--- config.mk ---
export PLATFORM = sky130hd
export DESIGN_NAME = irf_top
export DESIGN_NICKNAME = d
export VERILOG_FILES = /design/src/rtl/irf_pkg.sv /design/src/rtl/irf_bus_if.sv /design/src/rtl/irf_top.sv /design/src/rtl/irf_apb_slave.sv /design/src/rtl/irf_pin_edge.sv
export VERILOG_INCLUDE_DIRS = /design/src /design/src/rtl
export SDC_FILE = /design/constraint.sdc
export NUM_CORES = 1
export LEC_CHECK = 0
export BUFFER_PORTS_ARGS = -buffer_cell sky130_fd_sc_hd__buf_2
export CAP_MARGIN = 5
export CORE_ASPECT_RATIO = 0.9
export CORE_MARGIN = 2
export CORE_UTILIZATION = 39
export CTS_CLUSTER_SIZE = 30
export DETAILED_ROUTE_END_ITERATION = 12
export PLACE_DENSITY = 0.66
export SETUP_SLACK_MARGIN = 0.1
export SKIP_LAST_GASP = 1
export SYNTH_ARGS = -nofsm -noshare
export SYNTH_HDL_FRONTEND = slang
export SYNTH_SLANG_ARGS = --single-unit
export TNS_END_PERCENT = 1
--- constraint.sdc ---
create_clock -name clk -period 2.05 [get_ports clk]
set_clock_uncertainty 0.1 [all_clocks]
set_input_delay 0.205 -clock clk [delete_from_list [all_inputs] [get_ports clk]]
set_output_delay 0.205 -clock clk [all_outputs]
set_load 0.02 [all_outputs]
--- src/rtl/irf_consts.svh ---
`ifndef IRF_CONSTS_SVH
`define IRF_CONSTS_SVH

// register byte offsets
`define IRF_OFF_FLAGS1 8'h00
`define IRF_OFF_FLAGS2 8'h04
`define IRF_OFF_EN1 8'h08
`define IRF_OFF_EN2 8'h0c
`define IRF_OFF_EDGE 8'h10
`define IRF_OFF_FUNC 8'h14

// field positions
`define IRF_BIT_DT 7
`define IRF_BIT_RTC 6
`define IRF_BIT_TB 5
`define IRF_PIN_HI 3

// implemented bits and reserved read values
`define IRF_MASK_1 8'hcf
`define IRF_MASK_2 8'h20
`define IRF_ONES_1 8'h30
`define IRF_ONES_2 8'h1f
`define IRF_MASK_PIN 8'h0f

// reset values
`define IRF_RST_FLAGS 8'h00
`define IRF_RST_CTRL 8'h00
`define IRF_RST_SEL 4'h0
`define IRF_RST_PIN 4'hf

`endif

--- src/rtl/irf_pkg.sv ---
package irf_pkg;
    typedef logic [7:0] irf_byte_t;
    typedef enum logic [2:0] {
        IRF_SEL_NONE,
        IRF_SEL_FLAGS1,
        IRF_SEL_FLAGS2,
        IRF_SEL_EN1,
        IRF_SEL_EN2,
        IRF_SEL_EDGE,
        IRF_SEL_FUNC
    } irf_sel_e;
endpackage

--- src/rtl/irf_bus_if.sv ---
`timescale 1ns/1ps
`default_nettype none
interface irf_bus_if;
    irf_pkg::irf_sel_e sel;
    logic wr;
    irf_pkg::irf_byte_t wdata;
    irf_pkg::irf_byte_t rdata;
    modport slave (output sel, output wr, output wdata, input rdata);
    modport regs (input sel, input wr, input wdata, output rdata);
endinterface
`default_nettype wire

--- src/rtl/irf_top.sv ---
// Added by the designer: the APB interface to the registers and the placing of the registers.
`timescale 1ns/1ps
`default_nettype none
`include "irf_consts.svh"
module irf_top (
    input wire logic clk,
    input wire logic rst,
    input wire logic psel,
    input wire logic penable,
    input wire logic pwrite,
    input wire logic [7:0] paddr,
    input wire logic [31:0] pwdata,
    output logic [31:0] prdata,
    output logic pready,
    output logic pslverr,
    input wire logic sleep_direct_transition,
    input wire logic direct_transition_enable,
    input wire logic rtc_overflow,
    input wire logic timer_b_overflow,
    input wire logic [3:0] ext_request_pin,
    output logic irq
);
    irf_bus_if bus ();

    irf_pkg::irf_byte_t flags1_ff;
    irf_pkg::irf_byte_t flags2_ff;
    irf_pkg::irf_byte_t en1_ff;
    irf_pkg::irf_byte_t en2_ff;
    logic [3:0] edge_ff;
    logic [3:0] func_ff;
    logic irq_ff;
    irf_pkg::irf_byte_t set1;
    irf_pkg::irf_byte_t set2;
    irf_pkg::irf_byte_t clr1;
    irf_pkg::irf_byte_t clr2;
    irf_pkg::irf_byte_t nxt_flags1;
    irf_pkg::irf_byte_t nxt_flags2;
    logic [3:0] pin_evt;
    logic dt_set;
    logic wr_f1;
    logic wr_f2;

    irf_apb_slave u_apb (
        .clk(clk),
        .rst(rst),
        .psel(psel),
        .penable(penable),
        .pwrite(pwrite),
        .paddr(paddr),
        .pwdata(pwdata),
        .bus(bus.slave),
        .prdata(prdata),
        .pready(pready),
        .pslverr(pslverr)
    );

    irf_pin_edge u_pins (
        .clk(clk),
        .rst(rst),
        .pin(ext_request_pin),
        .edge_rising(edge_ff),
        .pin_enable(func_ff),
        .evt(pin_evt)
    );

    assign dt_set = sleep_direct_transition & direct_transition_enable;
    assign wr_f1 = bus.wr & (bus.sel == irf_pkg::IRF_SEL_FLAGS1);
    assign wr_f2 = bus.wr & (bus.sel == irf_pkg::IRF_SEL_FLAGS2);

    // hardware set events per flag
    always_comb begin
        set1 = 8'h00;
        set1[`IRF_BIT_DT] = dt_set;
        set1[`IRF_BIT_RTC] = rtc_overflow;
        set1[`IRF_PIN_HI:0] = pin_evt;
        set2 = 8'h00;
        set2[`IRF_BIT_TB] = timer_b_overflow;
    end

    // only written zeros clear; set wins over clear
    always_comb begin
        clr1 = wr_f1 ? (~bus.wdata & `IRF_MASK_1) : 8'h00;
        clr2 = wr_f2 ? (~bus.wdata & `IRF_MASK_2) : 8'h00;
        nxt_flags1 = ((flags1_ff & ~clr1) | set1) & `IRF_MASK_1;
        nxt_flags2 = ((flags2_ff & ~clr2) | set2) & `IRF_MASK_2;
    end

    always_ff @(posedge clk) begin
        if (rst) begin
            flags1_ff <= `IRF_RST_FLAGS;
        end else begin
            flags1_ff <= nxt_flags1;
        end
    end

    always_ff @(posedge clk) begin
        if (rst) begin
            flags2_ff <= `IRF_RST_FLAGS;
        end else begin
            flags2_ff <= nxt_flags2;
        end
    end

    // enable registers
    always_ff @(posedge clk) begin
        if (rst) begin
            en1_ff <= `IRF_RST_CTRL;
            en2_ff <= `IRF_RST_CTRL;
        end else if (bus.wr) begin
            if (bus.sel == irf_pkg::IRF_SEL_EN1) begin
                en1_ff <= bus.wdata & `IRF_MASK_1;
            end
            if (bus.sel == irf_pkg::IRF_SEL_EN2) begin
                en2_ff <= bus.wdata & `IRF_MASK_2;
            end
        end
    end

    // edge select and pin function
    always_ff @(posedge clk) begin
        if (rst) begin
            edge_ff <= `IRF_RST_SEL;
            func_ff <= `IRF_RST_SEL;
        end else if (bus.wr) begin
            if (bus.sel == irf_pkg::IRF_SEL_EDGE) begin
                edge_ff <= bus.wdata[3:0];
            end
            if (bus.sel == irf_pkg::IRF_SEL_FUNC) begin
                func_ff <= bus.wdata[3:0];
            end
        end
    end

    // interrupt only from enabled flags
    always_ff @(posedge clk) begin
        if (rst) begin
            irq_ff <= 1'b0;
        end else begin
            irq_ff <= |(flags1_ff & en1_ff) | |(flags2_ff & en2_ff);
        end
    end
    assign irq = irq_ff;

    // read mux with reserved constants
    always_comb begin
        case (bus.sel)
            irf_pkg::IRF_SEL_FLAGS1: bus.rdata = flags1_ff | `IRF_ONES_1;
            irf_pkg::IRF_SEL_FLAGS2: bus.rdata = flags2_ff | `IRF_ONES_2;
            irf_pkg::IRF_SEL_EN1: bus.rdata = en1_ff | `IRF_ONES_1;
            irf_pkg::IRF_SEL_EN2: bus.rdata = en2_ff | `IRF_ONES_2;
            irf_pkg::IRF_SEL_EDGE: bus.rdata = {4'h0, edge_ff};
            irf_pkg::IRF_SEL_FUNC: bus.rdata = {4'h0, func_ff};
            default: bus.rdata = 8'h00;
        endcase
    end

    logic rd_done;
    assign rd_done = pready & psel & penable & ~pwrite & ~pslverr;

    a_dt_flag_set: assert property (@(posedge clk) disable iff (rst)
        dt_set |=> flags1_ff[`IRF_BIT_DT])
        else $error("direct transition flag not set");
    a_dt_cause: assert property (@(posedge clk) disable iff (rst)
        $rose(flags1_ff[`IRF_BIT_DT]) |-> $past(sleep_direct_transition && direct_transition_enable))
        else $error("direct transition flag set without cause");
    a_rtc_flag_set: assert property (@(posedge clk) disable iff (rst)
        rtc_overflow |=> flags1_ff[`IRF_BIT_RTC])
        else $error("rtc flag not set");
    a_pin_flag_set: assert property (@(posedge clk) disable iff (rst)
        pin_evt[0] |=> flags1_ff[0])
        else $error("pin 0 flag not set");
    a_pin_needs_func: assert property (@(posedge clk) disable iff (rst)
        $rose(flags1_ff[1]) |-> $past(func_ff[1]))
        else $error("pin 1 flag set while pin not an interrupt input");
    a_tb_flag_set: assert property (@(posedge clk) disable iff (rst)
        timer_b_overflow |=> flags2_ff[`IRF_BIT_TB])
        else $error("timer b flag not set");
    a_flag_clear_cause: assert property (@(posedge clk) disable iff (rst)
        $fell(flags1_ff[`IRF_BIT_RTC]) |-> $past(wr_f1 && !pwdata[`IRF_BIT_RTC]))
        else $error("flag cleared without a zero write");
    a_write_one_keeps: assert property (@(posedge clk) disable iff (rst)
        wr_f2 && pwdata[`IRF_BIT_TB] && flags2_ff[`IRF_BIT_TB] |=> flags2_ff[`IRF_BIT_TB])
        else $error("writing one cleared a flag");
    a_rsv_one_read: assert property (@(posedge clk) disable iff (rst)
        rd_done && paddr == `IRF_OFF_FLAGS1 |-> prdata[5:4] == 2'b11 && prdata[31:8] == 24'h0)
        else $error("reserved ones of register one misread");
    a_rsv_two_read: assert property (@(posedge clk) disable iff (rst)
        rd_done && paddr == `IRF_OFF_FLAGS2 |-> prdata[7:6] == 2'b00 && prdata[4:0] == 5'h1f)
        else $error("reserved bits of register two misread");
    a_reset_clear: assert property (@(posedge clk)
        rst |=> flags1_ff == 8'h00 && flags2_ff == 8'h00 && !irq)
        else $error("flags not cleared by reset");
    a_irq_gate: assert property (@(posedge clk) disable iff (rst)
        irq |-> $past((flags1_ff & en1_ff) != 8'h00 || (flags2_ff & en2_ff) != 8'h00))
        else $error("interrupt without enabled flag");
    a_irq_raise: assert property (@(posedge clk) disable iff (rst)
        (flags1_ff & en1_ff) != 8'h00 |=> irq)
        else $error("enabled flag did not raise interrupt");
    a_set_wins: assert property (@(posedge clk) disable iff (rst)
        rtc_overflow && wr_f1 && !pwdata[`IRF_BIT_RTC] |=> flags1_ff[`IRF_BIT_RTC])
        else $error("clear beat a simultaneous set");

    // per pin flag checks
    for (genvar p = 0; p < 4; p++) begin : g_pin_chk
        a_pin_set_each: assert property (@(posedge clk) disable iff (rst)
            pin_evt[p] |=> flags1_ff[p])
            else $error("pin flag not set by its edge");
        a_pin_cause_each: assert property (@(posedge clk) disable iff (rst)
            $rose(flags1_ff[p]) |-> $past(pin_evt[p]))
            else $error("pin flag set without an edge");
        a_pin_refused: assert property (@(posedge clk) disable iff (rst)
            !func_ff[p] |-> !pin_evt[p])
            else $error("edge taken on a pin not used for requests");
        a_pin_clear_cause: assert property (@(posedge clk) disable iff (rst)
            $fell(flags1_ff[p]) |-> $past(wr_f1 && !bus.wdata[p]))
            else $error("pin flag cleared without a zero write");
        a_pin_zero_clears: assert property (@(posedge clk) disable iff (rst)
            wr_f1 && !bus.wdata[p] && !pin_evt[p] |=> !flags1_ff[p])
            else $error("zero write left a pin flag set");
        a_pin_write_one: assert property (@(posedge clk) disable iff (rst)
            wr_f1 && bus.wdata[p] && flags1_ff[p] |=> flags1_ff[p])
            else $error("one written to a pin flag cleared it");
        a_pin_set_wins: assert property (@(posedge clk) disable iff (rst)
            pin_evt[p] && wr_f1 && !bus.wdata[p] |=> flags1_ff[p])
            else $error("clear beat a pin edge");
        a_pin_irq: assert property (@(posedge clk) disable iff (rst)
            flags1_ff[p] && en1_ff[p] |=> irq)
            else $error("enabled pin flag did not raise interrupt");
    end

    // flag causes and clears
    a_rtc_cause: assert property (@(posedge clk) disable iff (rst)
        $rose(flags1_ff[`IRF_BIT_RTC]) |-> $past(rtc_overflow))
        else $error("rtc flag set without overflow");
    a_tb_cause: assert property (@(posedge clk) disable iff (rst)
        $rose(flags2_ff[`IRF_BIT_TB]) |-> $past(timer_b_overflow))
        else $error("timer b flag set without overflow");
    a_dt_refused: assert property (@(posedge clk) disable iff (rst)
        sleep_direct_transition && !direct_transition_enable && !flags1_ff[`IRF_BIT_DT]
            |=> !flags1_ff[`IRF_BIT_DT])
        else $error("direct transition flag set while disabled");
    a_dt_clear_cause: assert property (@(posedge clk) disable iff (rst)
        $fell(flags1_ff[`IRF_BIT_DT]) |-> $past(wr_f1 && !bus.wdata[`IRF_BIT_DT]))
        else $error("direct transition flag cleared without a zero write");
    a_tb_clear_cause: assert property (@(posedge clk) disable iff (rst)
        $fell(flags2_ff[`IRF_BIT_TB]) |-> $past(wr_f2 && !bus.wdata[`IRF_BIT_TB]))
        else $error("timer b flag cleared without a zero write");
    a_dt_zero_clears: assert property (@(posedge clk) disable iff (rst)
        wr_f1 && !bus.wdata[`IRF_BIT_DT] && !dt_set |=> !flags1_ff[`IRF_BIT_DT])
        else $error("zero write left direct transition flag set");
    a_rtc_zero_clears: assert property (@(posedge clk) disable iff (rst)
        wr_f1 && !bus.wdata[`IRF_BIT_RTC] && !rtc_overflow |=> !flags1_ff[`IRF_BIT_RTC])
        else $error("zero write left rtc flag set");
    a_tb_zero_clears: assert property (@(posedge clk) disable iff (rst)
        wr_f2 && !bus.wdata[`IRF_BIT_TB] && !timer_b_overflow |=> !flags2_ff[`IRF_BIT_TB])
        else $error("zero write left timer b flag set");
    a_dt_write_one: assert property (@(posedge clk) disable iff (rst)
        wr_f1 && bus.wdata[`IRF_BIT_DT] && flags1_ff[`IRF_BIT_DT]
            |=> flags1_ff[`IRF_BIT_DT])
        else $error("one written to direct transition flag cleared it");
    a_rtc_write_one: assert property (@(posedge clk) disable iff (rst)
        wr_f1 && bus.wdata[`IRF_BIT_RTC] && flags1_ff[`IRF_BIT_RTC]
            |=> flags1_ff[`IRF_BIT_RTC])
        else $error("one written to rtc flag cleared it");
    a_flag_hold: assert property (@(posedge clk) disable iff (rst)
        !wr_f1 && set1 == 8'h00 |=> $stable(flags1_ff))
        else $error("register one flags moved without cause");
    a_flag2_hold: assert property (@(posedge clk) disable iff (rst)
        !wr_f2 && set2 == 8'h00 |=> $stable(flags2_ff))
        else $error("register two flags moved without cause");
    a_dt_set_wins: assert property (@(posedge clk) disable iff (rst)
        dt_set && wr_f1 && !bus.wdata[`IRF_BIT_DT] |=> flags1_ff[`IRF_BIT_DT])
        else $error("clear beat a direct transition");
    a_tb_set_wins: assert property (@(posedge clk) disable iff (rst)
        timer_b_overflow && wr_f2 && !bus.wdata[`IRF_BIT_TB] |=> flags2_ff[`IRF_BIT_TB])
        else $error("clear beat a timer b overflow");

    // reserved bits and register reads
    a_rsv_flags_zero: assert property (@(posedge clk) disable iff (rst)
        (flags1_ff & ~`IRF_MASK_1) == 8'h00 && (flags2_ff & ~`IRF_MASK_2) == 8'h00)
        else $error("reserved flag bit stored");
    a_read_flags_one: assert property (@(posedge clk) disable iff (rst)
        rd_done && paddr == `IRF_OFF_FLAGS1
            |-> prdata[7:0] == ($past(flags1_ff) | `IRF_ONES_1))
        else $error("register one read wrong");
    a_read_flags_two: assert property (@(posedge clk) disable iff (rst)
        rd_done && paddr == `IRF_OFF_FLAGS2
            |-> prdata[7:0] == ($past(flags2_ff) | `IRF_ONES_2))
        else $error("register two read wrong");
    a_read_en_one: assert property (@(posedge clk) disable iff (rst)
        rd_done && paddr == `IRF_OFF_EN1
            |-> prdata[7:0] == ($past(en1_ff) | `IRF_ONES_1))
        else $error("enable one read wrong");
    a_read_en_two: assert property (@(posedge clk) disable iff (rst)
        rd_done && paddr == `IRF_OFF_EN2
            |-> prdata[7:0] == ($past(en2_ff) | `IRF_ONES_2))
        else $error("enable two read wrong");
    a_edge_read: assert property (@(posedge clk) disable iff (rst)
        rd_done && paddr == `IRF_OFF_EDGE
            |-> prdata[7:0] == {4'h0, $past(edge_ff)})
        else $error("edge select read wrong");
    a_func_read: assert property (@(posedge clk) disable iff (rst)
        rd_done && paddr == `IRF_OFF_FUNC
            |-> prdata[7:0] == {4'h0, $past(func_ff)})
        else $error("pin function read wrong");

    // control registers and interrupt line
    a_en1_write: assert property (@(posedge clk) disable iff (rst)
        bus.wr && bus.sel == irf_pkg::IRF_SEL_EN1
            |=> en1_ff == ($past(bus.wdata) & `IRF_MASK_1))
        else $error("enable one write lost");
    a_en2_write: assert property (@(posedge clk) disable iff (rst)
        bus.wr && bus.sel == irf_pkg::IRF_SEL_EN2
            |=> en2_ff == ($past(bus.wdata) & `IRF_MASK_2))
        else $error("enable two write lost");
    a_edge_write: assert property (@(posedge clk) disable iff (rst)
        bus.wr && bus.sel == irf_pkg::IRF_SEL_EDGE
            |=> edge_ff == $past(bus.wdata[3:0]))
        else $error("edge select write lost");
    a_func_write: assert property (@(posedge clk) disable iff (rst)
        bus.wr && bus.sel == irf_pkg::IRF_SEL_FUNC
            |=> func_ff == $past(bus.wdata[3:0]))
        else $error("pin function write lost");
    a_en_rsv: assert property (@(posedge clk) disable iff (rst)
        (en1_ff & ~`IRF_MASK_1) == 8'h00 && (en2_ff & ~`IRF_MASK_2) == 8'h00)
        else $error("reserved enable bit stored");
    a_reset_ctrl: assert property (@(posedge clk)
        rst |=> en1_ff == 8'h00 && en2_ff == 8'h00 && edge_ff == 4'h0 && func_ff == 4'h0)
        else $error("control registers not cleared by reset");
    a_irq_raise_two: assert property (@(posedge clk) disable iff (rst)
        (flags2_ff & en2_ff) != 8'h00 |=> irq)
        else $error("enabled register two flag did not raise interrupt");
    a_irq_low: assert property (@(posedge clk) disable iff (rst)
        (flags1_ff & en1_ff) == 8'h00 && (flags2_ff & en2_ff) == 8'h00 |=> !irq)
        else $error("interrupt high with no enabled flag");
    a_dt_irq: assert property (@(posedge clk) disable iff (rst)
        flags1_ff[`IRF_BIT_DT] && en1_ff[`IRF_BIT_DT] |=> irq)
        else $error("direct transition flag did not raise interrupt");
endmodule
`default_nettype wire

--- src/rtl/irf_apb_slave.sv ---
`timescale 1ns/1ps
`default_nettype none
`include "irf_consts.svh"
module irf_apb_slave (
    input wire logic clk,
    input wire logic rst,
    input wire logic psel,
    input wire logic penable,
    input wire logic pwrite,
    input wire logic [7:0] paddr,
    input wire logic [31:0] pwdata,
    irf_bus_if.slave bus,
    output logic [31:0] prdata,
    output logic pready,
    output logic pslverr
);
    logic pready_ff;
    logic pslverr_ff;
    logic [31:0] prdata_ff;
    logic access;

    // one wait state: answer in the second access cycle
    assign access = psel & penable & ~pready_ff;

    always_comb begin
        case ({paddr[7:2], 2'b00})
            `IRF_OFF_FLAGS1: bus.sel = irf_pkg::IRF_SEL_FLAGS1;
            `IRF_OFF_FLAGS2: bus.sel = irf_pkg::IRF_SEL_FLAGS2;
            `IRF_OFF_EN1: bus.sel = irf_pkg::IRF_SEL_EN1;
            `IRF_OFF_EN2: bus.sel = irf_pkg::IRF_SEL_EN2;
            `IRF_OFF_EDGE: bus.sel = irf_pkg::IRF_SEL_EDGE;
            `IRF_OFF_FUNC: bus.sel = irf_pkg::IRF_SEL_FUNC;
            default: bus.sel = irf_pkg::IRF_SEL_NONE;
        endcase
    end

    // write lands at the edge where pready is sampled high
    assign bus.wr = psel & penable & pready_ff & pwrite;
    assign bus.wdata = pwdata[7:0];

    always_ff @(posedge clk) begin
        if (rst) begin
            pready_ff <= 1'b0;
        end else begin
            pready_ff <= access;
        end
    end

    always_ff @(posedge clk) begin
        if (rst) begin
            pslverr_ff <= 1'b0;
        end else begin
            pslverr_ff <= access & (bus.sel == irf_pkg::IRF_SEL_NONE);
        end
    end

    always_ff @(posedge clk) begin
        if (rst) begin
            prdata_ff <= 32'h0;
        end else if (access & ~pwrite) begin
            prdata_ff <= {24'h0, bus.rdata};
        end else begin
            prdata_ff <= 32'h0;
        end
    end

    assign prdata = prdata_ff;
    assign pready = pready_ff;
    assign pslverr = pslverr_ff;
endmodule
`default_nettype wire

--- src/rtl/irf_pin_edge.sv ---
`timescale 1ns/1ps
`default_nettype none
`include "irf_consts.svh"
module irf_pin_edge (
    input wire logic clk,
    input wire logic rst,
    input wire logic [3:0] pin,
    input wire logic [3:0] edge_rising,
    input wire logic [3:0] pin_enable,
    output logic [3:0] evt
);
    logic [3:0] meta_ff;
    logic [3:0] sync_ff;
    logic [3:0] prev_ff;

    always_ff @(posedge clk) begin
        if (rst) begin
            meta_ff <= `IRF_RST_PIN;
            sync_ff <= `IRF_RST_PIN;
            prev_ff <= `IRF_RST_PIN;
        end else begin
            meta_ff <= pin;
            sync_ff <= meta_ff;
            prev_ff <= sync_ff;
        end
    end

    genvar i;
    generate
        for (i = 0; i < 4; i = i + 1) begin : g_pin
            // 1 picks rising, 0 picks falling
            assign evt[i] = pin_enable[i] & (edge_rising[i] ? (sync_ff[i] & ~prev_ff[i])
                                                            : (~sync_ff[i] & prev_ff[i]));
            a_edge_sel_match: assert property (@(posedge clk) disable iff (rst)
                evt[i] |-> (edge_rising[i] ? $rose(sync_ff[i]) : $fell(sync_ff[i])))
                else $error("pin event on wrong edge");
        end
    endgenerate
endmodule
`default_nettype wire

# After elaboration in Yosys (flattened, before gate mapping)
# Index checks and enable logic that the tools add are counted.
# totals
ff_bits	71
out_inout_bits	35
elab_cells	85
# op_classes
n_eq_ne	11
muxes	8
n_bitwise	42
reduce_logical	9
# op_table
cell	n
$pmux W8 S6	1
$and A1 B1 Y1	21
$pmux W3 S6	1
$and A8 B8 Y8	2
$not A8 Y8	2
$reduce_or A8 Y1	2
$and A6 B6 Y6	2
$eq A6 B2 Y1 const B	2
$eq A6 B3 Y1 const B	2
$not A1 Y1	11
$eq A3 B3 Y1 const B	3
$mux W8	1
$or A8 B8 Y8	1
$reduce_and A2 Y1	4
$eq A3 B2 Y1 const B	2
$eq A6 B1 Y1 const B	1
$logic_not A6 Y1	1
$mux W6	1
$not A6 Y6	1
$or A6 B6 Y6	1
$mux W1	4
$eq A3 B1 Y1 const B	1
$logic_not A3 Y1	1
$reduce_or A2 Y1	1
$or A1 B1 Y1	1

# Logic depth before layout (Yosys ltp)
# logic_depth
word_depth	8
ltp_mapped	4
depth_no_buf	4

# Modules after synthesis
# Synthesis repeated with hierarchy kept, for this count alone.
# hier_totals
cells_unflattened	233
hier_area_um2	2172.1
# modules_own_cells
module	instances	cells_each	area_each_um2	seq_area_each_um2
irf_top	1	130	1138.6	460.4
irf_apb_slave	1	66	611.8	200.2
irf_pin_edge	1	37	421.7	240.2

# Least setup slack after synthesis
# OpenSTA, ideal clock, no wires.
# synth_path
path_kind	flip-flop to flip-flop
from	reg u_apb.pready_ff, in the netlist u_apb.pready
to	reg en1_ff[0]
arrival_time_ns	1.519
path_slack_ns	0.308
path_stages_with_launch	5
path_buffers	1
synth_period_minus_slack_ns	1.742
cell_sequence	dfxtp_1 > nand4_1 > or4_1 > clkbuf_1 > mux2i_1
# synth_via
elab_chain_cells	3
# synth_lines
item	line	source
start, declared	irf_apb_slave.sv:17	logic pready_ff;
start signal, assigned	irf_apb_slave.sv:45	pready_ff <= access;
$and A1 B1 Y1 (2 in a row)	irf_apb_slave.sv:38	assign bus.wr = psel & penable & pready_ff & pwrite;
$reduce_and A2 Y1 (no source line)	n/a	
end signal, assigned	irf_top.sv:107	en1_ff <= `IRF_RST_CTRL;
end signal, assigned	irf_top.sv:111	en1_ff <= bus.wdata & `IRF_MASK_1;
end, declared	irf_top.sv:27	irf_pkg::irf_byte_t en1_ff;
# No other way between the ends.
# A chain may end at the register's enable or synchronous reset.

# Final worst setup path
# Same ends and word-level chain as after synthesis.

==> metrics list <==
- Input/output buffers: 36
* Residual DRC: 0
- Leakage power figure: 1.01 nW
* Post-detailed-route count of antenna-violating nets: 0
- The die is 73.6 µm tall.
- Of the total synthesized cell area, the portion taken by XOR and XNOR cells is 0%.
- Number of violations of the max-capacitance limit: 0
* Critical path origin: u_apb.pready$_SDFF_PP0_
- The total overflow left after global routing is 0.
- In this run the worst path has a maximum fanout of 7.
- Iteration-0 DRC count of the detailed router: 77
- Proportion of synthesized area in mux cells: 9.12%
- Dpl hpwl: 2970 µm
- Largest net degree at the start of global routing: 43
* Synth warnings: 0
* Setup repair after global routing missed its margin: no
* Area fraction in compound gates after synthesis: 8.23%
- Compared with the post-synthesis result, the final layout area differs by 16.5%.
* Aggregate routed wire length: 4080 µm
- Commonest cells after routing, fill and taps aside: 45 x dfxtp_1, 36 x buf_2, 25 x nand2b_1
- After the last flow step, the layout net total stands at 311.
- Vias after detailed routing: 1552
- The die is 81.3 µm wide.
* Largest family of logic cells by synthesized area: simple AND/OR/NAND/NOR gates
* Synth Area in Adders: 0%
* Number of antenna cells inserted: 0
* Placer congestion estimate: 0.771
- The filler cells instantiated in the layout total 505.
- The clock period could shrink to 1.79 ns.
- The initial antenna violation count was 0.
* Vias per Instance: 4.76
- Element type at the critical path start: register
- Class of the worst hold path: in2reg
- The floorplan step defined a die boundary enclosing 5980 µm².
* Clock latency on the worst-skew pair: 0.30 ns
* Worst setup path class: reg2reg
* Initial Utilization: 40.2%
* Average routed wire per standard cell: 12.5 µm
* Vias in the first global route: 1407
* Clock sink count: 45
- Buffer type at the clock tree root: clkbuf_8
* Commonest non-fill, non-tap cell in the layout: dfxtp_1
- The floorplan has 25 rows.
- Outcome: complete, no violations
* Ports placed on the boundary: 88
- Excluding fillers, the count of instances in the completed layout stands at 326.
* Fraction of the mapped netlist area in simple logic gates: 28.7%
* Post-synthesis instance area: 2100 µm²
- The worst hold path begins at pwrite.
* Setup violation total in the final timing report: 0
* Fraction of synthesis flops using an asynchronous set or reset pin: 0%
* Kind of end point of the critical path: register
* Highest ir drop seen on vdd: 0.321 mV
- The number of placed instances, taps included, is 314.
* Total Neg Setup Slack: 0 ns
* Max Buffers Root-to-Sink: 2
* Worst Path Arrival: 1.87 ns
- Yosys mapped a number of flops with a built-in enable equal to 0.
- Fraction of layout instances using a drive strength above 1: 26.3%
- Global routing used 15.2% of the available tracks across all layers.
- For this run, the top clock speed supported by timing is 560 MHz.
- Headroom to the max-slew limit came out at 60.3%.
* Synth cell types: 35
- The average instance in the mapped netlist occupies 9.71 µm².
- Portion of the post-synthesis area used by sequential elements: 42.9%
* Number of buffers added by the clock tree synthesis step: 5
- After synthesis the netlist holds a flip-flop and latch count of 45.
- The startpoint identified for the worst register-to-register timing path is u_apb.pready$_SDFF_PP0_.
* Register area: 901 µm²
- The first global-routing pass estimated 6750 µm of wire.
- Fin crit share: 87.1%
- Summing all multi-input logic gate instances after layout gives 1060 µm².
- The most used flip-flop cell after synthesis is dfxtp_1.
- After clock tree synthesis, the clock-pin slew on the worst setup and hold paths is 0.08 ns.
- At the pin with the least slew margin, the transition time is 0.581 ns.
* Total power divided by cell area: 750 nW/µm²
- The max-slew violation total from the final report is 0.
- For the worst setup path, the data required time is 2.14 ns.
- Clock tree from TritonCTS: done
- The H-tree was split into 2 levels.
* Final number of hold-violating endpoints: 0
* Detailed-routing iteration count for the pre-antenna-repair pass: 4
* Gate count after technology mapping: 216
* Placeable core area: 5220 µm²
==> worst paths after layout <==
check,slack (ns),to,cells past startpoint
setup / recovery,0.26,en1_ff[0]$_SDFFE_PP0P_,3
setup reg to reg,0.26,en1_ff[0]$_SDFFE_PP0P_,3
hold / removal,0.02,u_apb.prdata[4]$_SDFF_PP0_,2
hold reg to reg,0.31,u_pins.sync_ff[0]$_SDFF_PP1_,1
==> state kept, by name, summed over array words and instances, names as in the netlist <==
| register | cells |
|---|---|
| u_apb.pready | 1 |
| flags2_ff | 1 |
| u_apb.prdata | 8 |
| en2_ff | 1 |
| en1_ff | 6 |
| edge_ff | 4 |
| flags1_ff | 6 |
| func_ff | 4 |
| u_pins.meta_ff | 4 |
| u_apb.pslverr | 1 |
| u_pins.sync_ff | 4 |
| u_pins.prev_ff | 4 |
| irq | 1 |
==> cells in the mapped netlist, types with 2 or more instances <==
cell      count  area share [%]
a211oi_1      7             2.5
a21o_1        2            0.72
a21oi_1       4            0.95
a22oi_1       2            0.72
a31oi_1       5             1.5
and4b_1       4             1.9
buf_4        24             8.6
clkbuf_1      8             1.4
dfxtp_1      45              43
inv_1         3            0.54
mux2i_1      18             8.6
nand2_1       3            0.54
nand2b_1     25             7.5
nand3b_1      3             1.1
nand4_1       3            0.89
nor2_1        5            0.89
nor2b_1       4             1.2
nor3_1       11             2.6
nor4_1        2            0.60
nor4_2        3             1.8
nor4bb_1      4             1.9
o21ai_0       4            0.95
or2_2        13             3.9
or4_1         3             1.1
==> report_power, final <==
| group | leakage (nW) | internal [mW] | switching [mW] | total (mW) |
|---|---|---|---|---|
| clock network | 0.0681 | 0.484 | 0.299 | 0.783 |
| logic | 0.580 | 0.0566 | 0.0975 | 0.154 |
| registers | 0.366 | 0.889 | 0.00765 | 0.896 |
| total | 1.01 | 1.43 | 0.404 | 1.83 |
==> logic make-up after synthesis <==
family                 after synthesis
and+or+nand+nor                     89
DFF                                 45
buffers and inverters               36
AOI/OAI and AO/OA                   26
muxes                               19
other                                1
==> cell type report <==
type,count,share of cell area (%)
sequential,45,36.8
clock buffer,5,2.81
timing repair buffer,45,10.5
inverter,3,0.461
tap,67,3.43
clock inverter,3,2.66
multi-input combinational,158,43.2
==> per-layer routing <==
layer	vias to the layer above	part of all wire, %	track usage [%]
li1	801	-	-
met1	707	48	20.8
met2	39	45	22.0
met3	5	5.3	5.65
met4	0	1.1	4.90
met5	-	0	0
==> metrics by stage <==
step / cell area [µm²] / power (mW) / utilization (%) / setup WS [ns] / hold slack [ns]
floorplan: 2180 / 1.05 / - / 0.308 / 0.184
global placement: 2270 / 1.06 / 43.5 / 0.321 / 0.286
detailed placement: 2270 / 1.07 / 43.5 / 0.294 / 0.289
CTS: 2440 / 1.85 / 46.8 / 0.273 / 0.00159
global route: 2440 / 1.91 / 46.8 / 0.151 / 0.0163
finish: 2440 / 1.83 / 46.8 / 0.265 / 0.0227
==> critical path, stage by stage (launching register included) <==
cell	delay (ns)
dfxtp_1	0.35
nand4_1	0.31
or4_1	0.75
mux2i_1	0.16
==> repair_timing <==
item	in CTS	in global routing
hold endpoints to repair	4	0
buffers inserted	0	0
gates resized for setup	0	0
hold buffers	4	0
No activity file was read; power rests on OpenSTA's default activity.
